$ cat config.mk
export PLATFORM = sky130hd
export DESIGN_NAME = sai_device_flat
export DESIGN_NICKNAME = d
export VERILOG_FILES = /design/src/design/sai_pkg.sv /design/src/design/sai_link_if.sv /design/src/design/sai_device.sv /design/src/flat_wrapper.sv
export SDC_FILE = /design/constraint.sdc
export NUM_CORES = 1
export LEC_CHECK = 0
export BUFFER_PORTS_ARGS = -buffer_cell sky130_fd_sc_hd__buf_2
export CAP_MARGIN = 20
export CORE_AREA = 2 2 232 234
export DETAILED_ROUTE_END_ITERATION = 12
export DIE_AREA = 0 0 234 236
export PLACE_DENSITY = 0.71
export SYNTH_ARGS = -nofsm -noshare
export SYNTH_HDL_FRONTEND = slang
export SYNTH_HIERARCHICAL = 1
export SYNTH_SLANG_ARGS = --single-unit
$ cat constraint.sdc
create_clock -name clock -period 5.7 [get_ports clock]
set_input_delay 0.57 -clock clock [delete_from_list [all_inputs] [get_ports clock]]
set_output_delay 0.57 -clock clock [all_outputs]
set_load 0.05 [all_outputs]
$ cat src/design/sai_pkg.sv
// Shared constants and types for the serial audio link ends
package sai_pkg;
    // ------------------------------------------------------------------
    // Clock and start-up timing
    // ------------------------------------------------------------------
    localparam int CLK_PERIOD_NS = 5;
    localparam int CLK_FREQ_HZ = 200_000_000;
    localparam int RST_PULSE_US = 100;
    localparam int RST_PULSE_CYC = (RST_PULSE_US * 1000 + CLK_PERIOD_NS - 1) / CLK_PERIOD_NS;
    localparam int CTRL_READY_US = 13_500;
    localparam int CTRL_READY_CYC = (CTRL_READY_US * 1000 + CLK_PERIOD_NS - 1) / CLK_PERIOD_NS;
    localparam int PDN_HOLD_CYC = 16;
    localparam int SEQ_CNT_W = 22;
    localparam int BCLK_HALF_CYC = 16;

    // ------------------------------------------------------------------
    // Framing
    // ------------------------------------------------------------------
    localparam int SAMPLE_W = 16;
    localparam int BIT_CNT_W = 7;
    localparam int CYC_CNT_W = 16;
    localparam int DRIFT_MCLK = 4;
    localparam int LOCK_FRAMES = 2;
    localparam int FIFO_DEPTH = 16;
    localparam int FIFO_W = 2 * SAMPLE_W;
    localparam int CARRIER_TOL_PCT = 2;
    localparam int RATE_11K = 11025;
    localparam int RATE_22K = 22050;
    localparam int RATE_44K = 44100;

    typedef enum logic [1:0] {
        SAI_RATIO32 = 2'h0,
        SAI_RATIO48 = 2'h1,
        SAI_RATIO64 = 2'h2
    } sai_ratio_e;

    function automatic logic [BIT_CNT_W-1:0] ratioBits(input sai_ratio_e r);
        unique case (r)
            SAI_RATIO48: ratioBits = 7'h30;
            SAI_RATIO64: ratioBits = 7'h40;
            default: ratioBits = 7'h20;
        endcase
    endfunction : ratioBits

    // True when a frame period in clock cycles is within tolerance of a rate
    function automatic logic nearRate(input logic [CYC_CNT_W-1:0] len, input int rate);
        int nom;
        nom = CLK_FREQ_HZ / rate;
        nearRate = (int'(len) * 100 >= nom * (100 - CARRIER_TOL_PCT))
            && (int'(len) * 100 <= nom * (100 + CARRIER_TOL_PCT));
    endfunction : nearRate
endpackage : sai_pkg

$ cat src/design/sai_link_if.sv
// Serial audio link between the source host and the amplifier input
`timescale 1ns/1ps
`default_nettype none
interface sai_link_if;
    logic bitClock;
    logic frameClock;
    logic serialData;
    logic resetN;
    logic powerDownN;

    modport host (
        output bitClock,
        output frameClock,
        output serialData,
        output resetN,
        output powerDownN
    );
    modport device (
        input bitClock,
        input frameClock,
        input serialData,
        input resetN,
        input powerDownN
    );
endinterface : sai_link_if
`default_nettype wire

$ cat src/design/sai_device.sv
// Amplifier serial audio input end: framing tracker, carrier select, sample FIFO
//
// Summary of operation
// - Host holds reset low at least 100 us
// - 32 to 64 bit edges per frame
// - Resync when frame drifts over 4 clocks
// - Data and frame sampled on bit-clock rise
// - Source moves frame near bit-clock fall
// - Reset stays low 100 us after power-down
// - Device only receives clocks, never drives
// - Carrier 384 or 288 kHz by rate
// - Two channels on one data line
// - 44.1 family gives 288, others 384
`timescale 1ns/1ps
`default_nettype none

// ----------------------------------------------------------------------
// Sample FIFO with a registered output stage
// ----------------------------------------------------------------------
module sai_fifo #(
    parameter int WIDTH = 32,
    parameter int DEPTH = 16
) (
    input wire logic clock,
    input wire logic nrst,
    input wire logic inValid,
    input wire logic [WIDTH-1:0] inData,
    output logic inReady,
    output logic outValid,
    output logic [WIDTH-1:0] outData,
    input wire logic outReady
);
    localparam int AW = $clog2(DEPTH);
    logic [WIDTH-1:0] mem [DEPTH];
    logic [AW-1:0] wrPtr_q, wrPtr_d, rdPtr_q, rdPtr_d;
    logic [AW:0] count_q, count_d;
    logic outValid_q, outValid_d;
    logic [WIDTH-1:0] outData_q, outData_d;
    logic push, pop;

    always_comb begin
        inReady = (count_q != (AW+1)'(DEPTH));
        push = inValid && inReady;
        pop = (count_q != '0) && (!outValid_q || outReady);
        wrPtr_d = push ? wrPtr_q + 1'b1 : wrPtr_q;
        rdPtr_d = pop ? rdPtr_q + 1'b1 : rdPtr_q;
        count_d = count_q + (AW+1)'(push) - (AW+1)'(pop);
        outValid_d = pop ? 1'b1 : (outReady ? 1'b0 : outValid_q);
        outData_d = pop ? mem[rdPtr_q] : outData_q;
    end

    always_ff @(posedge clock or negedge nrst) begin
        if (!nrst) begin
            wrPtr_q <= '0;
            rdPtr_q <= '0;
            count_q <= '0;
            outValid_q <= 1'b0;
            outData_q <= '0;
        end else begin
            wrPtr_q <= wrPtr_d;
            rdPtr_q <= rdPtr_d;
            count_q <= count_d;
            outValid_q <= outValid_d;
            outData_q <= outData_d;
        end
    end

    always_ff @(posedge clock) begin
        if (push) begin
            mem[wrPtr_q] <= inData;
        end
    end

    assign outValid = outValid_q;
    assign outData = outData_q;
endmodule : sai_fifo

// ----------------------------------------------------------------------
// Device end
// ----------------------------------------------------------------------
module sai_device
    import sai_pkg::*;
(
    input wire logic clock,
    input wire logic nrst,
    sai_link_if.device link,
    output logic audioValid,
    output logic [SAMPLE_W-1:0] audioLeft,
    output logic [SAMPLE_W-1:0] audioRight,
    input wire logic audioReady,
    output logic mute,
    output logic carrier288,
    output logic overrun
);
    typedef enum logic [2:0] {
        ST_HUNT = 3'h1,
        ST_LOCK = 3'h2,
        ST_RUN = 3'h4
    } sai_trk_e;

    // ------------------------------------------------------------------
    // Pin synchronisers; every link pin is an input only
    // ------------------------------------------------------------------
    logic [4:0] syncM_q, syncS_q;
    logic bclkP_q;
    logic bclkS, frmS, datS, rstS, pdnS;

    always_ff @(posedge clock or negedge nrst) begin
        if (!nrst) begin
            syncM_q <= '0;
            syncS_q <= '0;
            bclkP_q <= 1'b0;
        end else begin
            syncM_q <= {link.powerDownN, link.resetN, link.serialData,
                link.frameClock, link.bitClock};
            syncS_q <= syncM_q;
            bclkP_q <= syncS_q[0];
        end
    end

    assign {pdnS, rstS, datS, frmS, bclkS} = syncS_q;

    // ------------------------------------------------------------------
    // Frame tracker
    // ------------------------------------------------------------------
    sai_trk_e state_q, state_d;
    logic frmPrev_q, frmPrev_d;
    logic [BIT_CNT_W-1:0] bitCnt_q, bitCnt_d, slotPos_q, slotPos_d;
    logic [CYC_CNT_W-1:0] cycCnt_q, cycCnt_d, frameLen_q, frameLen_d;
    logic [1:0] good_q, good_d;
    logic [SAMPLE_W-1:0] shift_q, shift_d, left_q, left_d;
    logic carrier_q, carrier_d, overrun_q, overrun_d;
    logic bclkRise, frameRise, frameFall, ratioOk, drift, late;
    logic pushValid, pushReady;
    logic [FIFO_W-1:0] pushData;

    always_comb begin
        state_d = state_q;
        frmPrev_d = frmPrev_q;
        bitCnt_d = bitCnt_q;
        slotPos_d = slotPos_q;
        shift_d = shift_q;
        left_d = left_q;
        good_d = good_q;
        frameLen_d = frameLen_q;
        carrier_d = carrier_q;
        pushValid = 1'b0;
        pushData = {left_q, shift_q};
        bclkRise = bclkS && !bclkP_q;
        frameRise = bclkRise && frmS && !frmPrev_q;
        frameFall = bclkRise && !frmS && frmPrev_q;
        ratioOk = (bitCnt_q == ratioBits(SAI_RATIO32)) || (bitCnt_q == ratioBits(SAI_RATIO48))
            || (bitCnt_q == ratioBits(SAI_RATIO64));
        drift = (cycCnt_q > frameLen_q + CYC_CNT_W'(DRIFT_MCLK))
            || (cycCnt_q + CYC_CNT_W'(DRIFT_MCLK) < frameLen_q);
        late = (state_q == ST_RUN) && (cycCnt_q > frameLen_q + CYC_CNT_W'(DRIFT_MCLK));
        cycCnt_d = (cycCnt_q == '1) ? cycCnt_q : cycCnt_q + 1'b1;
        overrun_d = overrun_q;

        if (bclkRise) begin
            frmPrev_d = frmS;
            bitCnt_d = (bitCnt_q == '1) ? bitCnt_q : bitCnt_q + 1'b1;
            if (frameRise || frameFall) begin
                shift_d = {{(SAMPLE_W-1){1'b0}}, datS};
                slotPos_d = 7'h01;
            end else if (slotPos_q < BIT_CNT_W'(SAMPLE_W)) begin
                shift_d = {shift_q[SAMPLE_W-2:0], datS};
                slotPos_d = slotPos_q + 1'b1;
            end
        end
        if (frameRise) begin
            left_d = shift_q;
            bitCnt_d = 7'h01;
            cycCnt_d = '0;
            frameLen_d = cycCnt_q;
            carrier_d = nearRate(cycCnt_q, RATE_11K) || nearRate(cycCnt_q, RATE_22K)
                || nearRate(cycCnt_q, RATE_44K);
        end
        // Right slot closes on the frame fall, completing the stereo pair
        if (frameFall && state_q == ST_RUN) begin
            pushValid = 1'b1;
            // The link cannot be stalled, so a full FIFO drops the pair
            if (!pushReady) begin
                overrun_d = 1'b1;
            end
        end

        unique case (state_q)
            ST_HUNT: begin
                good_d = '0;
                if (frameRise) begin
                    state_d = ST_LOCK;
                end
            end
            ST_LOCK: begin
                if (frameRise) begin
                    if (!ratioOk) begin
                        good_d = '0;
                    end else if (good_q == 2'(LOCK_FRAMES - 1)) begin
                        state_d = ST_RUN;
                    end else begin
                        good_d = good_q + 1'b1;
                    end
                end
            end
            ST_RUN: begin
                if (late) begin
                    state_d = ST_HUNT;
                end else if (frameRise && (drift || !ratioOk)) begin
                    state_d = ST_LOCK;
                    good_d = '0;
                end
            end
            default: state_d = ST_HUNT;
        endcase

        // Held in reset or power-down: return to hunt, clear the lock count and stay muted
        if (!rstS || !pdnS) begin
            state_d = ST_HUNT;
            good_d = '0;
        end
    end

    always_ff @(posedge clock or negedge nrst) begin
        if (!nrst) begin
            state_q <= ST_HUNT;
            frmPrev_q <= 1'b0;
            bitCnt_q <= '0;
            slotPos_q <= '0;
            cycCnt_q <= '0;
            frameLen_q <= '0;
            good_q <= '0;
            shift_q <= '0;
            left_q <= '0;
            carrier_q <= 1'b0;
            overrun_q <= 1'b0;
        end else begin
            state_q <= state_d;
            frmPrev_q <= frmPrev_d;
            bitCnt_q <= bitCnt_d;
            slotPos_q <= slotPos_d;
            cycCnt_q <= cycCnt_d;
            frameLen_q <= frameLen_d;
            good_q <= good_d;
            shift_q <= shift_d;
            left_q <= left_d;
            carrier_q <= carrier_d;
            overrun_q <= overrun_d;
        end
    end

    // ------------------------------------------------------------------
    // Output buffering
    // ------------------------------------------------------------------
    logic muteOut_q;

    always_ff @(posedge clock or negedge nrst) begin
        if (!nrst) begin
            muteOut_q <= 1'b1;
        end else begin
            muteOut_q <= (state_d != ST_RUN);
        end
    end

    sai_fifo #(
        .WIDTH(FIFO_W),
        .DEPTH(FIFO_DEPTH)
    ) u_fifo (
        .clock(clock),
        .nrst(nrst),
        .inValid(pushValid),
        .inData(pushData),
        .inReady(pushReady),
        .outValid(audioValid),
        .outData({audioLeft, audioRight}),
        .outReady(audioReady)
    );

    assign mute = muteOut_q;
    assign carrier288 = carrier_q;
    assign overrun = overrun_q;
endmodule : sai_device
`default_nettype wire

$ cat src/flat_wrapper.sv
// flat-port wrapper written by rule: the top's interface ports become plain ports
module sai_device_flat import sai_pkg::*;
  (clock, nrst, audioValid, audioLeft, audioRight, audioReady, mute, carrier288, overrun, link_bitClock, link_frameClock, link_serialData, link_resetN, link_powerDownN);
  sai_link_if link_i ();
  input wire logic clock;
  input wire logic nrst;
  output logic audioValid;
  output logic [SAMPLE_W-1:0] audioLeft;
  output logic [SAMPLE_W-1:0] audioRight;
  input wire logic audioReady;
  output logic mute;
  output logic carrier288;
  output logic overrun;
  input wire logic [$bits(link_i.bitClock)-1:0] link_bitClock;
  input wire logic [$bits(link_i.frameClock)-1:0] link_frameClock;
  input wire logic [$bits(link_i.serialData)-1:0] link_serialData;
  input wire logic [$bits(link_i.resetN)-1:0] link_resetN;
  input wire logic [$bits(link_i.powerDownN)-1:0] link_powerDownN;
  assign link_i.bitClock = link_bitClock;
  assign link_i.frameClock = link_frameClock;
  assign link_i.serialData = link_serialData;
  assign link_i.resetN = link_resetN;
  assign link_i.powerDownN = link_powerDownN;
  sai_device u_core (.clock(clock), .nrst(nrst), .link(link_i), .audioValid(audioValid), .audioLeft(audioLeft), .audioRight(audioRight), .audioReady(audioReady), .mute(mute), .carrier288(carrier288), .overrun(overrun));
endmodule
Word level (Yosys, flattened, before mapping)
Memory sizes are Yosys's and may differ from the RTL's. A register that Yosys moved wholly into a read port is not among the register bits. Cells that the tools add are included.

Register bits after elaboration: 112. Bits in latches: 0. RAM bits: 512. Memory bits (read-only): 0. Bits of input ports: 8. Output and inout bits: 36. Logic and storage cells: 126. Memories kept: 1.

Memories: u_core.u_fifo.mem (depth 16, width 32, read ports 1, clocked after memory_dff 1, write ports 1, RTL line sai_device.sv:34) `logic [WIDTH-1:0] mem [DEPTH];`.

Add/sub/neg operators: 10. Multiply operators: 1. Divide/modulo/power cells: 0. $lt $le $gt $ge: 9. Eq/ne operators: 17. Shift operators: 0. Mux-type cells: 29. Bitwise logic cells: 1. Reduce and logical (&&, ||, !) cells: 39.

Operators by type and width (count): 16-bit two-way mux (4); 7-bit two-way mux (5); 16-bit by 3-bit adder with 16-bit output (second input constant) (2); 32-bit by 20-bit greater-or-equal comparator with 1-bit output (second input constant) (1); 32-bit by 21-bit greater-or-equal comparator with 1-bit output (second input constant) (1); 32-bit by 22-bit greater-or-equal comparator with 1-bit output (second input constant) (1); 32-bit by 20-bit <= comparator with 1-bit output (second input constant) (1); 32-bit by 21-bit <= comparator with 1-bit output (second input constant) (1); 32-bit by 22-bit <= comparator with 1-bit output (second input constant) (1); 16-bit by 5-bit multiplier with 21-bit output (second input constant) (1); 3-bit two-way mux (7); 16-bit by 1-bit adder with 16-bit output (second input constant) (1); 16-bit equality test (second input constant) (1); 16-bit greater-than comparator (1); 16-bit less-than comparator (1); 7-bit by 1-bit adder with 7-bit output (second input constant) (2); 7-bit by 6-bit equality test with 1-bit output (second input constant) (2); 7-bit equality test (second input constant) (2); 1-bit logical AND (13); 2-bit two-way mux (6); 1-bit logical OR (9); 3-bit inequality test (second input constant) (3); 3-bit one-hot mux with 3 select lines (1); 4-bit by 1-bit adder with 4-bit output (second input constant) (2); 21 further kinds (37).

Longest topological paths before layout
Depth after elaboration: 11. Gate-level depth with buffers: 15. Depth with buffers taken out: 15.

Modules after synthesis
Netlist, hierarchy kept.

By module, submodules not included: sai_fifo (instances 1, cells an instance 945, area an instance 21553.2 um2, sequential area each 16525.8 um2); sai_device (instances 1, cells an instance 775, area an instance 7195.7 um2, sequential area each 2454.9 um2).

Least setup slack after synthesis
OpenSTA, ideal clock, no wires.

Kind: register -> register. From: register u_core.bclkP_q. To: memory u_core.u_fifo.mem[3][0] (enable). Library setup time: 502 ps. Data arrival time: 4262 ps. Required time: 5198 ps. Setup slack: 937 ps. Cell stages (with the launch flop): 8. Path buffers: 2. Period minus slack after synthesis: 4763 ps. Path through: dfrtp_1 nand2b_1 buf_2 nor3_1 and2_1 buf_2 inv_2 nor4_1.

Longest elaborated chain between the ends: 9.

Ends and longest elaborated chain: start, declared (RTL line sai_device.sv:105) `logic bclkP_q;`; start signal, assigned (RTL line sai_device.sv:117) `bclkP_q <= syncS_q[0];`; 1-bit zero test (RTL line sai_device.sv:149) `bclkRise = bclkS && !bclkP_q;`; 1-bit logical AND (RTL line sai_device.sv:149); 1-bit logical AND (2 in a row) (RTL line sai_device.sv:151) `frameFall = bclkRise && !frmS && frmPrev_q;`; 1-bit logical AND (RTL line sai_device.sv:180) `if (frameFall && state_q == ST_RUN) begin`; 1-bit two-way mux (RTL line sai_device.sv:180); via u_core.pushValid (RTL line sai_device.sv:134) `logic pushValid, pushReady;`; 1-bit logical AND (RTL line sai_device.sv:43) `push = inValid && inReady;`; 1-bit two-way mux (RTL line sai_device.sv:69) `if (push) begin`; 1-bit two-way mux (not written as such) (RTL line sai_device.sv:70) `mem[wrPtr_q] <= inData;`; end, declared (RTL line sai_device.sv:34).

The timed path passes the listed nets, and every way through them passes these cells.

Worst setup path after layout
From: register u_core.cycCnt_q[2]. To: register u_core.carrier_q, in the netlist u_core/carrier288.

Longest elaborated chain between the ends: 5. Elaborated cells between the ends (all ways): 12. Those cells by class: mul: 1; order compare: 6; reduce/logical: 5.

Ends and longest elaborated chain: start, declared (RTL line sai_device.sv:129) `logic [CYC_CNT_W-1:0] cycCnt_q, cycCnt_d, frameLen_q, frameLen_d;`; start signal, assigned (RTL line sai_device.sv:242) `cycCnt_q <= cycCnt_d;`; 16-bit by 5-bit multiplier with 21-bit output (*) (RTL line sai_pkg.sv:49, sai_pkg.sv:50); 32-bit by 22-bit greater-or-equal comparator with 1-bit output, or another cell as far along (RTL line sai_pkg.sv:49) `nearRate = (int'(len) * 100 >= nom * (100 - CARRIER_TOL_PCT))`; 1-bit logical AND (RTL line sai_pkg.sv:50) `&& (int'(len) * 100 <= nom * (100 + CARRIER_TOL_PCT));`; 1-bit logical OR (RTL line sai_device.sv:176) `carrier_d = nearRate(cycCnt_q, RATE_11K) || nearRate(cycCnt_q, RATE_22K)`; 1-bit logical OR (*) (RTL line sai_device.sv:177) `|| nearRate(cycCnt_q, RATE_44K);`; end signal, assigned (RTL line sai_device.sv:247) `carrier_q <= carrier_d;`; end, declared (RTL line sai_device.sv:132) `logic carrier_q, carrier_d, overrun_q, overrun_d;`.

Mark *: on every way between the ends. The rest lies on a longest branch, timed or not. A chain may end at the register's enable or synchronous reset.

==> flow_summary.yaml <==
global_routing:
  grt_pass1_wl_um: 95600
  antenna_found_initial: 0
  grt_start_max_net_pins: 80
  globalRouteOverflowTotal: 0
  grt_usage_pct: 23.4
  grt_pass1_vias: 16000
setup_path:
  start_kind: "flop"
  rrSetupSlack_ns: 1.59
  critPathArrivalTime_ns: 4.57
  crit_path_end_kind: "flop"
  crit_path_max_fanout: 15
  criticalPathCategory: "flop to flop"
  rr_worst_depth: 13
  rr_endpoint: "u_core/carrier288"
  r2r-start: "u_core/cycCnt_q[2]"
  crit_required_ns: 6.16
sta:
  rsz0062_at_grt: "false"
  finalSetupTns_ns: 0
  setup_viol: 0
  hold_ws_ns: 0.0703
  max_freq_mhz: 244
  timing.final.crit_share_pct: 72.0
  clock_skew_ns: 0.0241
  setup_slack_ns: 1.59
  tightestPinTransition_ns: 1.16
  timing.final.crit_period_ns: 4.11
  hold_viol: 0
  maxSlewViolCount: 0
  slew_headroom_pct: 22.7
layout:
  fillerInstances: 3839
  stdcell_count: 2532
  post-route-util_pct: 60.3
  layout.nets: 1905
  drive_above_1_share_pct: 20.4
  area_growth_syn_to_layout_pct: 11.3
  finalInstanceArea_um2: 32000
  diodes: 0
job:
  drv_cap: 0
floorplanning:
  die_area_um2: 55200
  io_pins: 44
  start_util_pct: 54.2
  fp.dieH_um: 236
  coreArea_um2: 53100
  row_count: 85
  chipWidth_um: 234
yosys:
  netlist_area_um2: 28700
  postSynthNetCount: 1844
  synth.distinct_cells: 86
  synth_area_leader_cell: "edfxtp_1"
  synthCells: 1720
  ys.flop_type: "edfxtp_1"
  syn_area_per_cell_um2: 16.7
  synth-seq-area-share_pct: 66.0
  synth_area_leaders: "edfxtp_1, dfrtp_1, mux4_2, ha_1, mux4_1"
  async_flop_share_pct: 22.0
  synth_edf_count: 512
  ys_ff_latch: 656
  yosysWarningCount: 6
  synth_top_area_share_pct: 53.5
clock_network:
  cts_made_buffers: 68
  cts_tree: "yes"
  holdBufCountCts: 0
  clkTransAtPathRegs_ns: 0.06
  cts_root_buf: "clkbuf_16"
  h-tree-depth: 3
  postCtsSetupBuffers: 0
  clock_latency_ns: 0.61
  ctsResizeCount: 0
  cts_max_path_buffers: 3
  clock_sinks: 656
power:
  peakVddDrop_mv: 0.321
  p_leak_nw: 12.0
  total_power_mw: 14.2
  pwr_density_cell_nw_per_um2: 443
min_path:
  hp-class: "input port to asynchronous set/reset pin"
detailed_routing:
  drtIter0Drc: 1331
  wl_per_cell_um: 24.7
  drc: 0
  routed_wl_um: 62600
  vias: 15500
  ant_nets: 0
  via_per_inst: 6.12
  dr.pass1.iters: 5
place:
  placed_area_um2: 29700
  gp_congestion: 0.841
  io_buffer_count: 43
  dp_cells: 2406
  dpl.hpwl_um: 35900
  place_ws_ns: 1.53
outcome:
  outcome: "finished clean"
-- layout make-up --
type                    count  area [um^2]  share of cell area [%]
multi-input cells         926         9150                    28.6
clock inverters            27          380                    1.19
inverters                  57          214                   0.668
repair buffers             72          497                    1.55
flip-flops and latches    656        19000                    59.3
clock buffers              98         1900                    5.95
well taps                 696          871                    2.72
-- cell families after synthesis --
family / Yosys count / synth area share [%]
buffers and inverters: 138 / 2.46
flip-flops: 656 / 66.0
XOR/XNOR: 66 / 2.06
AO/OA/AOI/OAI: 225 / 6.47
multiplexers: 166 / 11.6
AND/OR/NAND/NOR: 353 / 5.98
adder cells (fa/ha/maj): 116 / 5.36
-- per-layer routing --
layer | routed length (um) | vias to the layer above | part of all wire [%] | GRT usage [%]
met1 | 26100 | 8106 | 42 | 32.2
met5 | 0 | - | 0 | 0
met4 | 1090 | 0 | 1.7 | 5.33
met2 | 31900 | 457 | 51 | 39.6
li1 | - | 6839 | - | -
met3 | 3430 | 94 | 5.5 | 3.53
-- flip-flops by register name (all words and copies together), names as in the netlist, 2 cells and up --
name,cells
u_core/frameLen_q,16
u_core/left_q,16
u_core/u_fifo/wrPtr_q,4
u_core/u_fifo/mem,512
u_core/u_fifo/count_q,5
u_core/syncS_q,5
u_core/slotPos_q,7
u_core/shift_q,16
u_core/u_fifo/outData,32
u_core/u_fifo/rdPtr_q,4
u_core/cycCnt_q,16
u_core/syncM_q,5
u_core/state_q,3
u_core/bitCnt_q,7
u_core/good_q,2
-- synth_stat cells (all sizes together) (33+ instances only) --
library cell    n
a21oi          52
a221oi         33
buf            52
dfrtp         142
edfxtp        512
ha            104
inv            57
mux2i          35
mux4          128
nand2         138
nor2           78
o21ai          37
o22ai          33
xnor2          38
-- how the worst max path moves through the flow --
stage | start | to | depth (start not counted)
finish | u_core/cycCnt_q[2] | u_core/carrier288 | 13
global route | u_core/cycCnt_q[2] | u_core/carrier288 | 13
CTS | u_core/cycCnt_q[2] | u_core/carrier288 | 13
detailed placement | u_core/cycCnt_q[2] | u_core/carrier288 | 13
global placement | u_core/cycCnt_q[2] | u_core/carrier288 | 13
floorplan | u_core/bclkP_q | u_core/u_fifo/mem[3][0] | 7
-- worst max-delay path, cell delays in order (launching register included) --
cell and delay [ns]:
dfrtp_1 0.64, inv_1 0.18, ha_1 0.31, ha_1 0.27
ha_1 0.32, fa_1 0.48, a211oi_2 0.37, o21bai_1 0.19
a221oi_2 0.36, a31oi_1 0.13, o311ai_0 0.30, o2bb2ai_1 0.14
a32oi_1 0.19, a31oi_1 0.10
-- layout by cell type, fill, tap and decap left out, types with 14 or more instances in the layout --
cell type,instances
buf_2,42
a21o_1,15
inv_1,56
ha_1,104
nor2_1,73
nand3_1,29
o22ai_1,31
a21oi_1,48
clkbuf_16,68
xor2_1,27
mux2i_1,35
clkbuf_1,21
edfxtp_1,512
xnor2_1,37
nand2_1,138
a221oi_2,33
dfrtp_1,139
buf_4,25
o21ai_0,34
nand4_1,14
mux4_2,107
mux4_1,21
-- report_power, final --
part	switching, mW	internal (mW)
logic	2.21	1.58
registers	0.471	5.43
clock network	1.80	2.67
total	4.49	9.68
(Power assumes the default switching activity.)
